`config.mk`:
```
export PLATFORM = sky130hd
export DESIGN_NAME = icl_unit
export DESIGN_NICKNAME = d
export VERILOG_FILES = /design/src/hw/icl_pkg.sv /design/src/hw/icl_unit.sv /design/src/hw/icl_exec.sv
export SDC_FILE = /design/constraint.sdc
export NUM_CORES = 1
export LEC_CHECK = 0
export ABC_CLOCK_PERIOD_IN_PS = 8000
export BUFFER_PORTS_ARGS = -buffer_cell sky130_fd_sc_hd__buf_2
export CORE_UTILIZATION = 43
export DETAILED_ROUTE_END_ITERATION = 16
export PLACE_DENSITY = 0.6
export SLEW_MARGIN = 20
export SYNTH_ARGS = -nofsm -noshare
export SYNTH_HDL_FRONTEND = slang
export SYNTH_HIERARCHICAL = 1
export SYNTH_SLANG_ARGS = --single-unit
```
`constraint.sdc`:
```
create_clock -name pclk -period 8 [get_ports pclk]
set_input_delay 1.2 -clock pclk [delete_from_list [all_inputs] [get_ports pclk]]
set_output_delay 1.2 -clock pclk [all_outputs]
set_load 0.01 [all_outputs]
```
`src/hw/icl_pkg.sv`:
```
// package of constants, types and helpers for the integer compare and logic unit
package icl_pkg;

    // ****************************************
    // widths and register map
    // ****************************************
    localparam int          XLEN        = 32;
    localparam int          AW          = 8;
    localparam int          FIELD_W     = 4;
    localparam int          CF_COUNT    = 8;
    localparam logic [7:0]  ADDR_OPND_A = 8'h00;
    localparam logic [7:0]  ADDR_OPND_B = 8'h04;
    localparam logic [7:0]  ADDR_CMD    = 8'h08;
    localparam logic [7:0]  ADDR_RESULT = 8'h0c;
    localparam logic [7:0]  ADDR_COND   = 8'h10;
    localparam logic [7:0]  ADDR_FXER   = 8'h14;
    localparam logic [7:0]  ADDR_STATUS = 8'h18;

    // ****************************************
    // field positions and reset values
    // ****************************************
    localparam int          CF_LT       = 3;
    localparam int          CF_GT       = 2;
    localparam int          CF_EQ       = 1;
    localparam int          CF_SO       = 0;
    localparam int          FX_SO       = 2;
    localparam int          FX_EXC      = 1;
    localparam int          FX_SPILL    = 0;
    localparam int          FX_W        = 3;
    localparam int          ST_ILL      = 0;
    localparam int          ST_CNT_LSB  = 8;
    localparam int          ST_CNT_W    = 8;
    localparam logic [31:0] RST_WORD    = 32'h0000_0000;
    localparam logic [15:0] HALF_ZERO   = 16'h0000;

    // ****************************************
    // operations, in command code order 0..14
    // ****************************************
    typedef enum logic [3:0] {
        ICL_OP_CMPI, ICL_OP_CMP, ICL_OP_CMPLI, ICL_OP_CMPL,
        ICL_OP_ANDI, ICL_OP_ANDIS, ICL_OP_ORI, ICL_OP_ORIS,
        ICL_OP_XORI, ICL_OP_XORIS, ICL_OP_AND, ICL_OP_OR,
        ICL_OP_XOR, ICL_OP_NAND, ICL_OP_NOR
    } icl_op_e;

    // command word as software writes it
    typedef struct packed {
        logic [15:0] imm;
        logic [6:0]  rsvd;
        logic        size;
        logic [2:0]  sel;
        logic        rec;
        logic [3:0]  op;
    } icl_cmd_s;

    // what one operation produces
    typedef struct packed {
        logic [31:0] result;
        logic        gpr_wr;
        logic        cf_wr;
        logic [2:0]  cf_sel;
        logic [3:0]  cf_field;
        logic        illegal;
    } icl_out_s;

    // field 0 sits in the top nibble
    function automatic logic [3:0] cf_get(input logic [31:0] cond, input logic [2:0] sel);
        return cond[(3'd7 - sel) * 4 +: 4];
    endfunction

    function automatic logic [31:0] cf_mask(input logic [2:0] sel);
        return 32'hf000_0000 >> ({2'b00, sel} * 5'd4);
    endfunction

    function automatic logic [31:0] cf_put(input logic [31:0] cond, input logic [2:0] sel,
                                           input logic [3:0] fld);
        return (cond & ~cf_mask(sel)) | ({fld, 28'h000_0000} >> ({2'b00, sel} * 5'd4));
    endfunction

endpackage

```
`src/hw/icl_unit.sv`:
```
// APB-reached integer compare and bitwise logic unit with its condition register
//
// Contract
// - signed compares test the first operand against the sign-extended immediate or the second operand as two's-complement numbers.
// - unsigned compares test the first operand against the immediate or the second operand as magnitudes.
// - the unsigned immediate compare widens the 16-bit immediate with sixteen leading zeros.
// - a compare writes only the selected condition field and leaves the other seven alone.
// - the size bit of a compare is ignored and all 32 bits are always compared.
// - the 3-bit field selector picks one of condition fields zero to seven.
// - bitwise ops with update, and always the low and high immediate AND, set field zero from the result tested signed against zero.
// - bitwise ops without update, the immediate OR and XOR among them, leave the condition register alone.
// - no bitwise op touches the summary-overflow, overflow or carry bits.
// - low immediate AND, OR, XOR zero-extend the immediate, combine with the source and write the result.
// - high immediate AND, OR, XOR put the immediate in the top half over sixteen zeros, combine and write the result.
// - register AND, OR, XOR combine both sources bit by bit and write the 32-bit result.
// - NAND and NOR invert the AND or OR of both sources before writing it.
// - the record bit of register bitwise forms chooses whether field zero is updated.
//
// The implementer's own choices: register access over APB and the register addresses.
`timescale 1ns/1ns
module icl_unit (
    input  wire logic        pclk,     // core clock, 250 MHz
    input  wire logic        presetn,  // asynchronous reset, active low
    input  wire logic        psel,     // apb select
    input  wire logic        penable,  // apb access phase
    input  wire logic        pwrite,   // apb direction, high writes
    input  wire logic [7:0]  paddr,    // apb byte address
    input  wire logic [31:0] pwdata,   // apb write data
    output logic      [31:0] prdata,   // apb read data
    output logic             pready,   // apb ready
    output logic             pslverr   // apb error on unmapped address
);

    // ****************************************
    // apb decode
    // ****************************************
    logic [31:0]      opnd_a_q;
    logic [31:0]      opnd_b_q;
    icl_pkg::icl_cmd_s cmd_q;
    logic [31:0]      result_q;
    logic [31:0]      cond_reg_q;
    logic [2:0]       fxer_q;
    logic             go_q;
    logic             ill_q;
    logic [7:0]       cnt_q;
    logic             pready_q;
    logic [31:0]      prdata_q;
    logic             pslverr_q;
    icl_pkg::icl_out_s ex;

    wire logic access   = psel & penable;
    wire logic done     = access & pready_q;
    wire logic wr_en    = done & pwrite;
    wire logic sel_a    = (paddr == icl_pkg::ADDR_OPND_A);
    wire logic sel_b    = (paddr == icl_pkg::ADDR_OPND_B);
    wire logic sel_cmd  = (paddr == icl_pkg::ADDR_CMD);
    wire logic sel_res  = (paddr == icl_pkg::ADDR_RESULT);
    wire logic sel_cond = (paddr == icl_pkg::ADDR_COND);
    wire logic sel_fx   = (paddr == icl_pkg::ADDR_FXER);
    wire logic sel_st   = (paddr == icl_pkg::ADDR_STATUS);
    wire logic hit      = sel_a | sel_b | sel_cmd | sel_res | sel_cond | sel_fx | sel_st;
    wire logic [31:0] status_w = {16'h0000, cnt_q, 7'h00, ill_q};
    wire logic [31:0] rd_mux   = sel_a    ? opnd_a_q :
                                 sel_b    ? opnd_b_q :
                                 sel_cmd  ? cmd_q :
                                 sel_res  ? result_q :
                                 sel_cond ? cond_reg_q :
                                 sel_fx   ? {29'h0000_0000, fxer_q} :
                                 sel_st   ? status_w : icl_pkg::RST_WORD;

    // one wait state so that read data and error come from flops
    always_ff @(posedge pclk or negedge presetn) begin
        if (!presetn) begin
            pready_q  <= 1'b0;
            prdata_q  <= 32'h0000_0000;
            pslverr_q <= 1'b0;
        end else begin
            pready_q  <= access & ~pready_q;
            prdata_q  <= (access & ~pready_q & ~pwrite) ? rd_mux : 32'h0000_0000;
            pslverr_q <= access & ~pready_q & ~hit;
        end
    end

    assign prdata  = prdata_q;
    assign pready  = pready_q;
    assign pslverr = pslverr_q;

    // ****************************************
    // operand and command registers
    // ****************************************
    always_ff @(posedge pclk or negedge presetn) begin
        if (!presetn) begin
            opnd_a_q <= 32'h0000_0000;
            opnd_b_q <= 32'h0000_0000;
            cmd_q    <= '0;
            go_q     <= 1'b0;
        end else begin
            if (wr_en && sel_a) begin
                opnd_a_q <= pwdata;
            end
            if (wr_en && sel_b) begin
                opnd_b_q <= pwdata;
            end
            if (wr_en && sel_cmd) begin
                cmd_q <= pwdata;
            end
            go_q <= wr_en & sel_cmd;
        end
    end

    // ****************************************
    // datapath
    // ****************************************
    icl_exec u_exec (
        .cmd     (cmd_q),
        .opnd_a  (opnd_a_q),
        .opnd_b  (opnd_b_q),
        .so_flag (fxer_q[icl_pkg::FX_SO]),
        .res     (ex)
    );

    wire logic cf_upd = go_q & ex.cf_wr;

    // ****************************************
    // results, condition and exception registers
    // ****************************************
    // the operation lands one edge after the command write, so it never meets a
    // software write of the same register; hardware would win if it did
    always_ff @(posedge pclk or negedge presetn) begin
        if (!presetn) begin
            result_q   <= 32'h0000_0000;
            cond_reg_q <= 32'h0000_0000;
            fxer_q     <= 3'h0;
            ill_q      <= 1'b0;
            cnt_q      <= 8'h00;
        end else begin
            if (go_q && ex.gpr_wr) begin
                result_q <= ex.result;
            end
            if (cf_upd) begin
                cond_reg_q <= icl_pkg::cf_put(cond_reg_q, ex.cf_sel, ex.cf_field);
            end else if (wr_en && sel_cond) begin
                cond_reg_q <= pwdata;
            end
            // only software writes these flags
            if (wr_en && sel_fx) begin
                fxer_q <= pwdata[2:0];
            end
            if (go_q) begin
                ill_q <= ex.illegal;
                cnt_q <= cnt_q + 8'h01;
            end
        end
    end

    wire logic is_cmp_op = (cmd_q.op <= 4'h3);

    // one flag of one condition field, as the checks below read it
    function automatic logic cf_bit(input logic [31:0] cond, input logic [2:0] sel,
                                    input int pos);
        logic [3:0] fld;
        fld = icl_pkg::cf_get(cond, sel);
        return fld[pos];
    endfunction
endmodule // icl_unit

```
`src/hw/icl_exec.sv`:
```
// combinational compare and bitwise logic datapath
`timescale 1ns/1ns
module icl_exec (
    input  wire icl_pkg::icl_cmd_s cmd,      // decoded command word
    input  wire logic [31:0]       opnd_a,   // first source operand
    input  wire logic [31:0]       opnd_b,   // second source operand
    input  wire logic              so_flag,  // current summary-overflow flag
    output icl_pkg::icl_out_s      res       // result, targets and field
);
    wire logic [31:0] signed_imm16_ext = {{16{cmd.imm[15]}}, cmd.imm};
    wire logic [31:0] unsigned_imm16_lo  = {icl_pkg::HALF_ZERO, cmd.imm};
    wire logic [31:0] unsigned_imm16_hi  = {cmd.imm, icl_pkg::HALF_ZERO};
    wire icl_pkg::icl_op_e op  = icl_pkg::icl_op_e'(cmd.op);

    logic [31:0] word;
    logic [31:0] cmp_b;
    logic        is_cmp;
    logic        sgn;
    logic        gpr_wr;
    logic        cf_wr;
    logic        illegal;

    // one comparator serves compares and the test of a result against zero
    function automatic logic [3:0] cmp_field(input logic [31:0] a, input logic [31:0] b,
                                             input logic s, input logic so);
        logic lt;
        logic gt;
        lt = s ? ($signed(a) < $signed(b)) : (a < b);
        gt = s ? ($signed(a) > $signed(b)) : (a > b);
        return {lt, gt, (a == b), so};
    endfunction

    always_comb begin
        word    = icl_pkg::RST_WORD;
        cmp_b   = opnd_b;
        is_cmp  = 1'b0;
        sgn     = 1'b1;
        gpr_wr  = 1'b0;
        cf_wr   = 1'b0;
        illegal = 1'b0;
        // size bit is never looked at: every compare is full width
        unique case (op)
            icl_pkg::ICL_OP_CMPI: begin
                is_cmp = 1'b1;
                cmp_b  = signed_imm16_ext;
            end
            icl_pkg::ICL_OP_CMP: begin
                is_cmp = 1'b1;
            end
            icl_pkg::ICL_OP_CMPLI: begin
                is_cmp = 1'b1;
                sgn    = 1'b0;
                cmp_b  = unsigned_imm16_lo;
            end
            icl_pkg::ICL_OP_CMPL: begin
                is_cmp = 1'b1;
                sgn    = 1'b0;
            end
            icl_pkg::ICL_OP_ANDI: begin
                word  = opnd_a & unsigned_imm16_lo;
                cf_wr = 1'b1;
            end
            icl_pkg::ICL_OP_ANDIS: begin
                word  = opnd_a & unsigned_imm16_hi;
                cf_wr = 1'b1;
            end
            icl_pkg::ICL_OP_ORI:   word = opnd_a | unsigned_imm16_lo;
            icl_pkg::ICL_OP_ORIS:  word = opnd_a | unsigned_imm16_hi;
            icl_pkg::ICL_OP_XORI:  word = opnd_a ^ unsigned_imm16_lo;
            icl_pkg::ICL_OP_XORIS: word = opnd_a ^ unsigned_imm16_hi;
            icl_pkg::ICL_OP_AND: begin
                word  = opnd_a & opnd_b;
                cf_wr = cmd.rec;
            end
            icl_pkg::ICL_OP_OR: begin
                word  = opnd_a | opnd_b;
                cf_wr = cmd.rec;
            end
            icl_pkg::ICL_OP_XOR: begin
                word  = opnd_a ^ opnd_b;
                cf_wr = cmd.rec;
            end
            icl_pkg::ICL_OP_NAND: begin
                word  = ~(opnd_a & opnd_b);
                cf_wr = cmd.rec;
            end
            icl_pkg::ICL_OP_NOR: begin
                word  = ~(opnd_a | opnd_b);
                cf_wr = cmd.rec;
            end
            default: illegal = 1'b1;
        endcase
        if (is_cmp) begin
            cf_wr = 1'b1;
        end else if (!illegal) begin
            gpr_wr = 1'b1;
        end
    end

    assign res.result   = word;
    assign res.gpr_wr   = gpr_wr;
    assign res.cf_wr    = cf_wr;
    assign res.cf_sel   = is_cmp ? cmd.sel : 3'h0;
    // logical results are judged signed against zero, width is already 32
    assign res.cf_field = is_cmp ? cmp_field(opnd_a, cmp_b, sgn, so_flag)
                                 : cmp_field(word, icl_pkg::RST_WORD, 1'b1, so_flag);
    assign res.illegal  = illegal;

endmodule // icl_exec

```
Word level (Yosys, flattened, before mapping)
Cells that the tools add are included.
Widths: inputs -> output; s select.
{ "word_totals": {"in_bits": 45, "word_cells": 115, "register_bits": 207} }
{ "op_classes": {"n_reduce_logical": 15, "shifts": 2, "mux": 22, "order_cmp": 6, "n_eq_ne": 21, "bitwise": 31, "n_addsub": 1} }
{ "ops": {"columns": ["cell", "n"], "rows": [
  ["$pmux 32 s11", 1],
  ["$mux 32", 8],
  ["$and 32x32->32", 3],
  ["$not 32->32", 3],
  ["$or 32x32->32", 3],
  ["$gt 32x32->1", 2],
  ["$lt 32x32->1", 2],
  ["$pmux 32 s2", 1],
  ["$xor 32x32->32", 2],
  ["$and 32x16->32", 1],
  ["$eq 32x32->1", 1],
  ["$gt 32x1->1 const B", 1],
  ["$logic_not 32->1", 1],
  ["$lt 32x1->1 const B", 1],
  ["$mux 16", 2],
  ["$or 32x16->32", 1],
  ["$shr 32x5->32", 1],
  ["$shr 32x5->32 const A", 1],
  ["$xor 32x16->32", 1],
  ["$eq 4x4->1 const B", 7],
  ["$eq 8x5->1 const B", 3],
  ["$eq 4x3->1 const B", 4],
  ["$eq 8x4->1 const B", 2],
  ["$reduce_or 15->1", 1],
  ["18 further kinds", 45]
]} }

Depth between registers and ports, before layout
{ "depth": {"depth_word": 9, "mapped_depth": 21, "depth_no_buf": 14} }

Cells and area by module
The synthesis kept the hierarchy.
{ "modules_own_cells": {"columns": ["mod", "n_inst", "cells_per_inst", "area_per_inst_um2", "seq_area_each_um2"], "rows": [
  ["icl_unit", 1, 774, 9673.0, 5180.0],
  ["icl_exec", 1, 781, 5734.2, 0.0]
]} }

Worst setup path after synthesis
No wires, ideal clock.
{ "synth_path": {"path_kind": "flip-flop to flip-flop", "start": "register cmd_q[3] in the netlist's numbering", "end": "register cond_reg_q[14]", "path_buffers": 7, "stages_incl_launch_ff": 21, "arrival_ps": 4056, "path_slack_ps": 3866, "setup_ps": 78, "t_required_ps": 7922, "period_less_slack_ps": 4134, "cell_sequence": "dfrtp_1 -> buf_4 -> buf_2 -> buf_2 -> buf_1 -> nor3_1 -> clkbuf_1 -> clkbuf_1 -> a21oi_1 -> ha_1 -> a21o_1 -> a21o_1 -> a21oi_1 -> o21ai_0 -> a21o_1 -> a221oi_1 -> xnor2_1 -> a22o_1 -> buf_1 -> a22oi_1 -> o2bb2ai_1"} }
{ "synth_lines": {"columns": ["element", "line_no", "text"], "rows": [
  ["start: declaration", "icl_unit.sv:39", "icl_pkg::icl_cmd_s cmd_q;"],
  ["start signal: assignment", "icl_unit.sv:105", "cmd_q <= pwdata;"],
  ["end signal: assignment", "icl_unit.sv:141", "cond_reg_q <= icl_pkg::cf_put(cond_reg_q, ex.cf_sel, ex.cf_field);"],
  ["end signal: assignment", "icl_unit.sv:143", "cond_reg_q <= pwdata;"],
  ["end: declaration", "icl_unit.sv:41", "logic [31:0] cond_reg_q;"]
]} }

==> impl_metrics.toml <==
[sta]
min_period_ns = 4.91
max_freq_mhz = 204
rsz0062_at_grt = "no"
min_period_over_period_pct = 61.4
final.setup.tns_ns = 0
finalHoldWorstSlack_ns = 0.489
tightest_slew_ns = 1.11
fin_skew_ns = 0.0185
setup_viol = 0
slew_viol_final = 0
hold_viol = 0
relSlewSlack_pct = 25.6

[worst_setup_path]
rr_worst_depth = 14
arrival_ns = 5.38
crit_required_ns = 8.47
path_cells = "nor3_2 > buf_4 > o21ai_1 > o21ai_0 > ha_1 > a21o_1 > a21o_1 > a21oi_1 > o21ai_0 > a221oi_1 > xnor2_1 > a22o_1 > a22oi_1 > o2bb2ai_1"
crit_slowest_cell = "dfrtp_2"
r2r_slack_ns = 3.09
r2r-end = "cond_reg_q[26]"
crit_path_start_kind = "flop"
crit_type = "flop to flop"
worstReg2RegStart = "cmd_q[2]"
cp_top_family = "compound AO/OA/AOI/OAI gates"
cp-end-kind = "flop"
cp.buffers_inverters = 1
path_max_fanout = 49
slowest_delay_ns = 0.86

[clocking]
cts_setup_buffers = 0
cts_hold_buf = 0
cts_tree = "done"
clockBufferDepth = 3
ctsHtreeMaxLevel = 1
cts_made_buffers = 26
clkLatencyLatePin_ns = 0.56
cts_root_buffer = "clkbuf_16"
path_clk_slew_ns = 0.06
cts.sinks = 207
ctsResizeCount = 0

[die]
io_pins = 79
dieArea_um2 = 36600
die_y_um = 191
rows = 68
core_um2 = 34900
fp.dieW_um = 191
start_util_pct = 44.2

[global_routing]
track_usage_pct = 29.6
overflow = 0
grt_pass1_vias = 12700
antenna_found_initial = 1
grt_max_degree = 79
grt_pass1_wl_um = 81400

[hold_path]
holdPathEnd = "cnt_q[7]"
min_from = "cnt_q[7]"
min_path_type = "flop to flop"
min_path_cells = 1

[power]
finalPower_mw = 2.47
power.leakage_nw = 7.81
ir_drop_mv = 0.159
pwr_density_cell_nw_per_um2 = 146

[synthesis]
ys_top_cells_by_area = "dfrtp_1 34%, ha_1 13%, mux2_2 7.9%"
ys.flop_type = "dfrtp_1"
syn_inst = 1555
async_reset_ff_share_pct = 100
synth.distinct_cells = 69
syn_nets = 1761
netlist.area_leader.share_pct = 33.6
yosys-top-cells-count = "207 x dfrtp_1, 161 x ha_1, 108 x mux2_2"
synth_edf_count = 0
synth_top_cell_by_area = "dfrtp_1"
yosysMostFrequentCell = "dfrtp_1"
netlist_area_um2 = 15400
ys_ff_latch = 207
yosys_warnings = 6
synth_area_per_cell_um2 = 9.91
yosysSeqAreaShare_pct = 33.6

[detailed_routing]
drt-wirelength-per-cell_um = 26.4
top_layer = "met4"
drc = 0
route.vias.total = 13200
met1_length_um = 23600
drt-total-wl_um = 54100
antenna_left = 0
routed_via_density = 6.45
wl_met3_um = 4340
route.met2.wl_um = 24300
drt_pass1_iterations = 6
drt_iter0_markers = 1462

[placed_design]
dp_hpwl_um = 37300
placed_cells = 2002
io_buffers = 78
place.gp.congestion = 0.934

[finish]
fin_cells = 2050
syn2layout_area_growth_pct = 10.3
drive_gt1_share_pct = 20.5
fillerInstances = 3310
final_util_pct = 48.7
nNetsFinal = 1781

[outcome]
outcome = "complete, no violations"

[run]
drv_cap = 0
## power breakdown
| group | leakage [nW] | internal (mW) | switching, mW |
|---|---|---|---|
| clock network | 0.437 | 0.759 | 0.479 |
| logic | 4.50 | 0.0491 | 0.130 |
| registers | 2.88 | 1.05 | 0.00553 |
| total | 7.81 | 1.86 | 0.615 |
## how the worst max path moves through the flow
stage | startpoint | end | cells after the start
5_1_grt | cmd_q[2] | cond_reg_q[10] | 14
6_report | cmd_q[2] | cond_reg_q[26] | 14
2_1_floorplan | cmd_q[3] | cond_reg_q[14] | 20
4_1_cts | cmd_q[2] | cond_reg_q[26] | 14
3_5_place_dp | cmd_q[2] | cond_reg_q[26] | 14
3_3_place_gp | cmd_q[2] | cond_reg_q[11] | 14
## kinds of logic after synthesis
| family | Yosys count | share of synthesized area (%) |
|---|---|---|
| AOI/OAI and AO/OA | 480 | 21.5 |
| xor gates and xnor gates | 8 | 0.455 |
| adders and majority gates | 161 | 13.1 |
| buffers and inverters | 211 | 6.16 |
| DFF | 207 | 33.6 |
| muxes | 170 | 13.6 |
| and+or+nand+nor | 318 | 11.6 |
## layout make-up
| cell class | instances | area [um^2] | area share [%] |
|---|---|---|---|
| antenna | 1 | 2.50 | 0.0147 |
| clock buffer | 37 | 763 | 4.49 |
| clock inverter | 10 | 138 | 0.810 |
| inverter | 92 | 345 | 2.03 |
| multi-input combinational | 1137 | 9330 | 54.9 |
| sequential | 207 | 5180 | 30.5 |
| tap | 455 | 569 | 3.35 |
| timing repair buffer | 111 | 663 | 3.90 |
## routing by layer
| layer | GRT usage, % | vias up |
|---|---|---|
| met5 | 0 | - |
| met4 | 9.65 | 0 |
| met3 | 3.86 | 109 |
| li1 | - | 5838 |
| met1 | 41.9 | 6629 |
| met2 | 46.5 | 649 |
## state kept, by name, indices dropped and copies added, names as in the netlist
register and count:
cmd_q 32, cond_reg_q 32, opnd_a_q 32, opnd_b_q 32, prdata 32, result_q 32
cnt_q 8, fxer_q 3, go_q 1, ill_q 1, pready 1, pslverr 1
## cells in the final DEF, fill, tap and decap left out, drive strengths merged, types with 6 or more instances in the layout
master and count:
o2bb2ai 40, o22ai 36, o221ai 7, nor3b 16, nor3 16, o211ai 13, o21ai 90, a221oi 12
mux2i 18, a22oi 70, nand3 17, and2 6, nand3b 13, nor2b 45, a21boi 9, a221o 20
a21oi 89, mux2 144, nand2 58, o22a 23, a21o 18, a32oi 6, ha 161, nand2b 45
dfrtp 207, clkinv 6, inv 91, a22o 11, nor2 56, mux4 8, clkbuf 37, buf 111
nor4 14, nand4 14
## stage by stage
stage,instance area [um^2],setup slack (ns)
2_1_floorplan,15400,3.87
3_3_place_gp,16100,3.23
3_5_place_dp,16100,3.22
4_1_cts,17000,3.18
5_1_grt,17000,2.70
6_report,17000,3.09
Power figures use the tool's default switching activity.
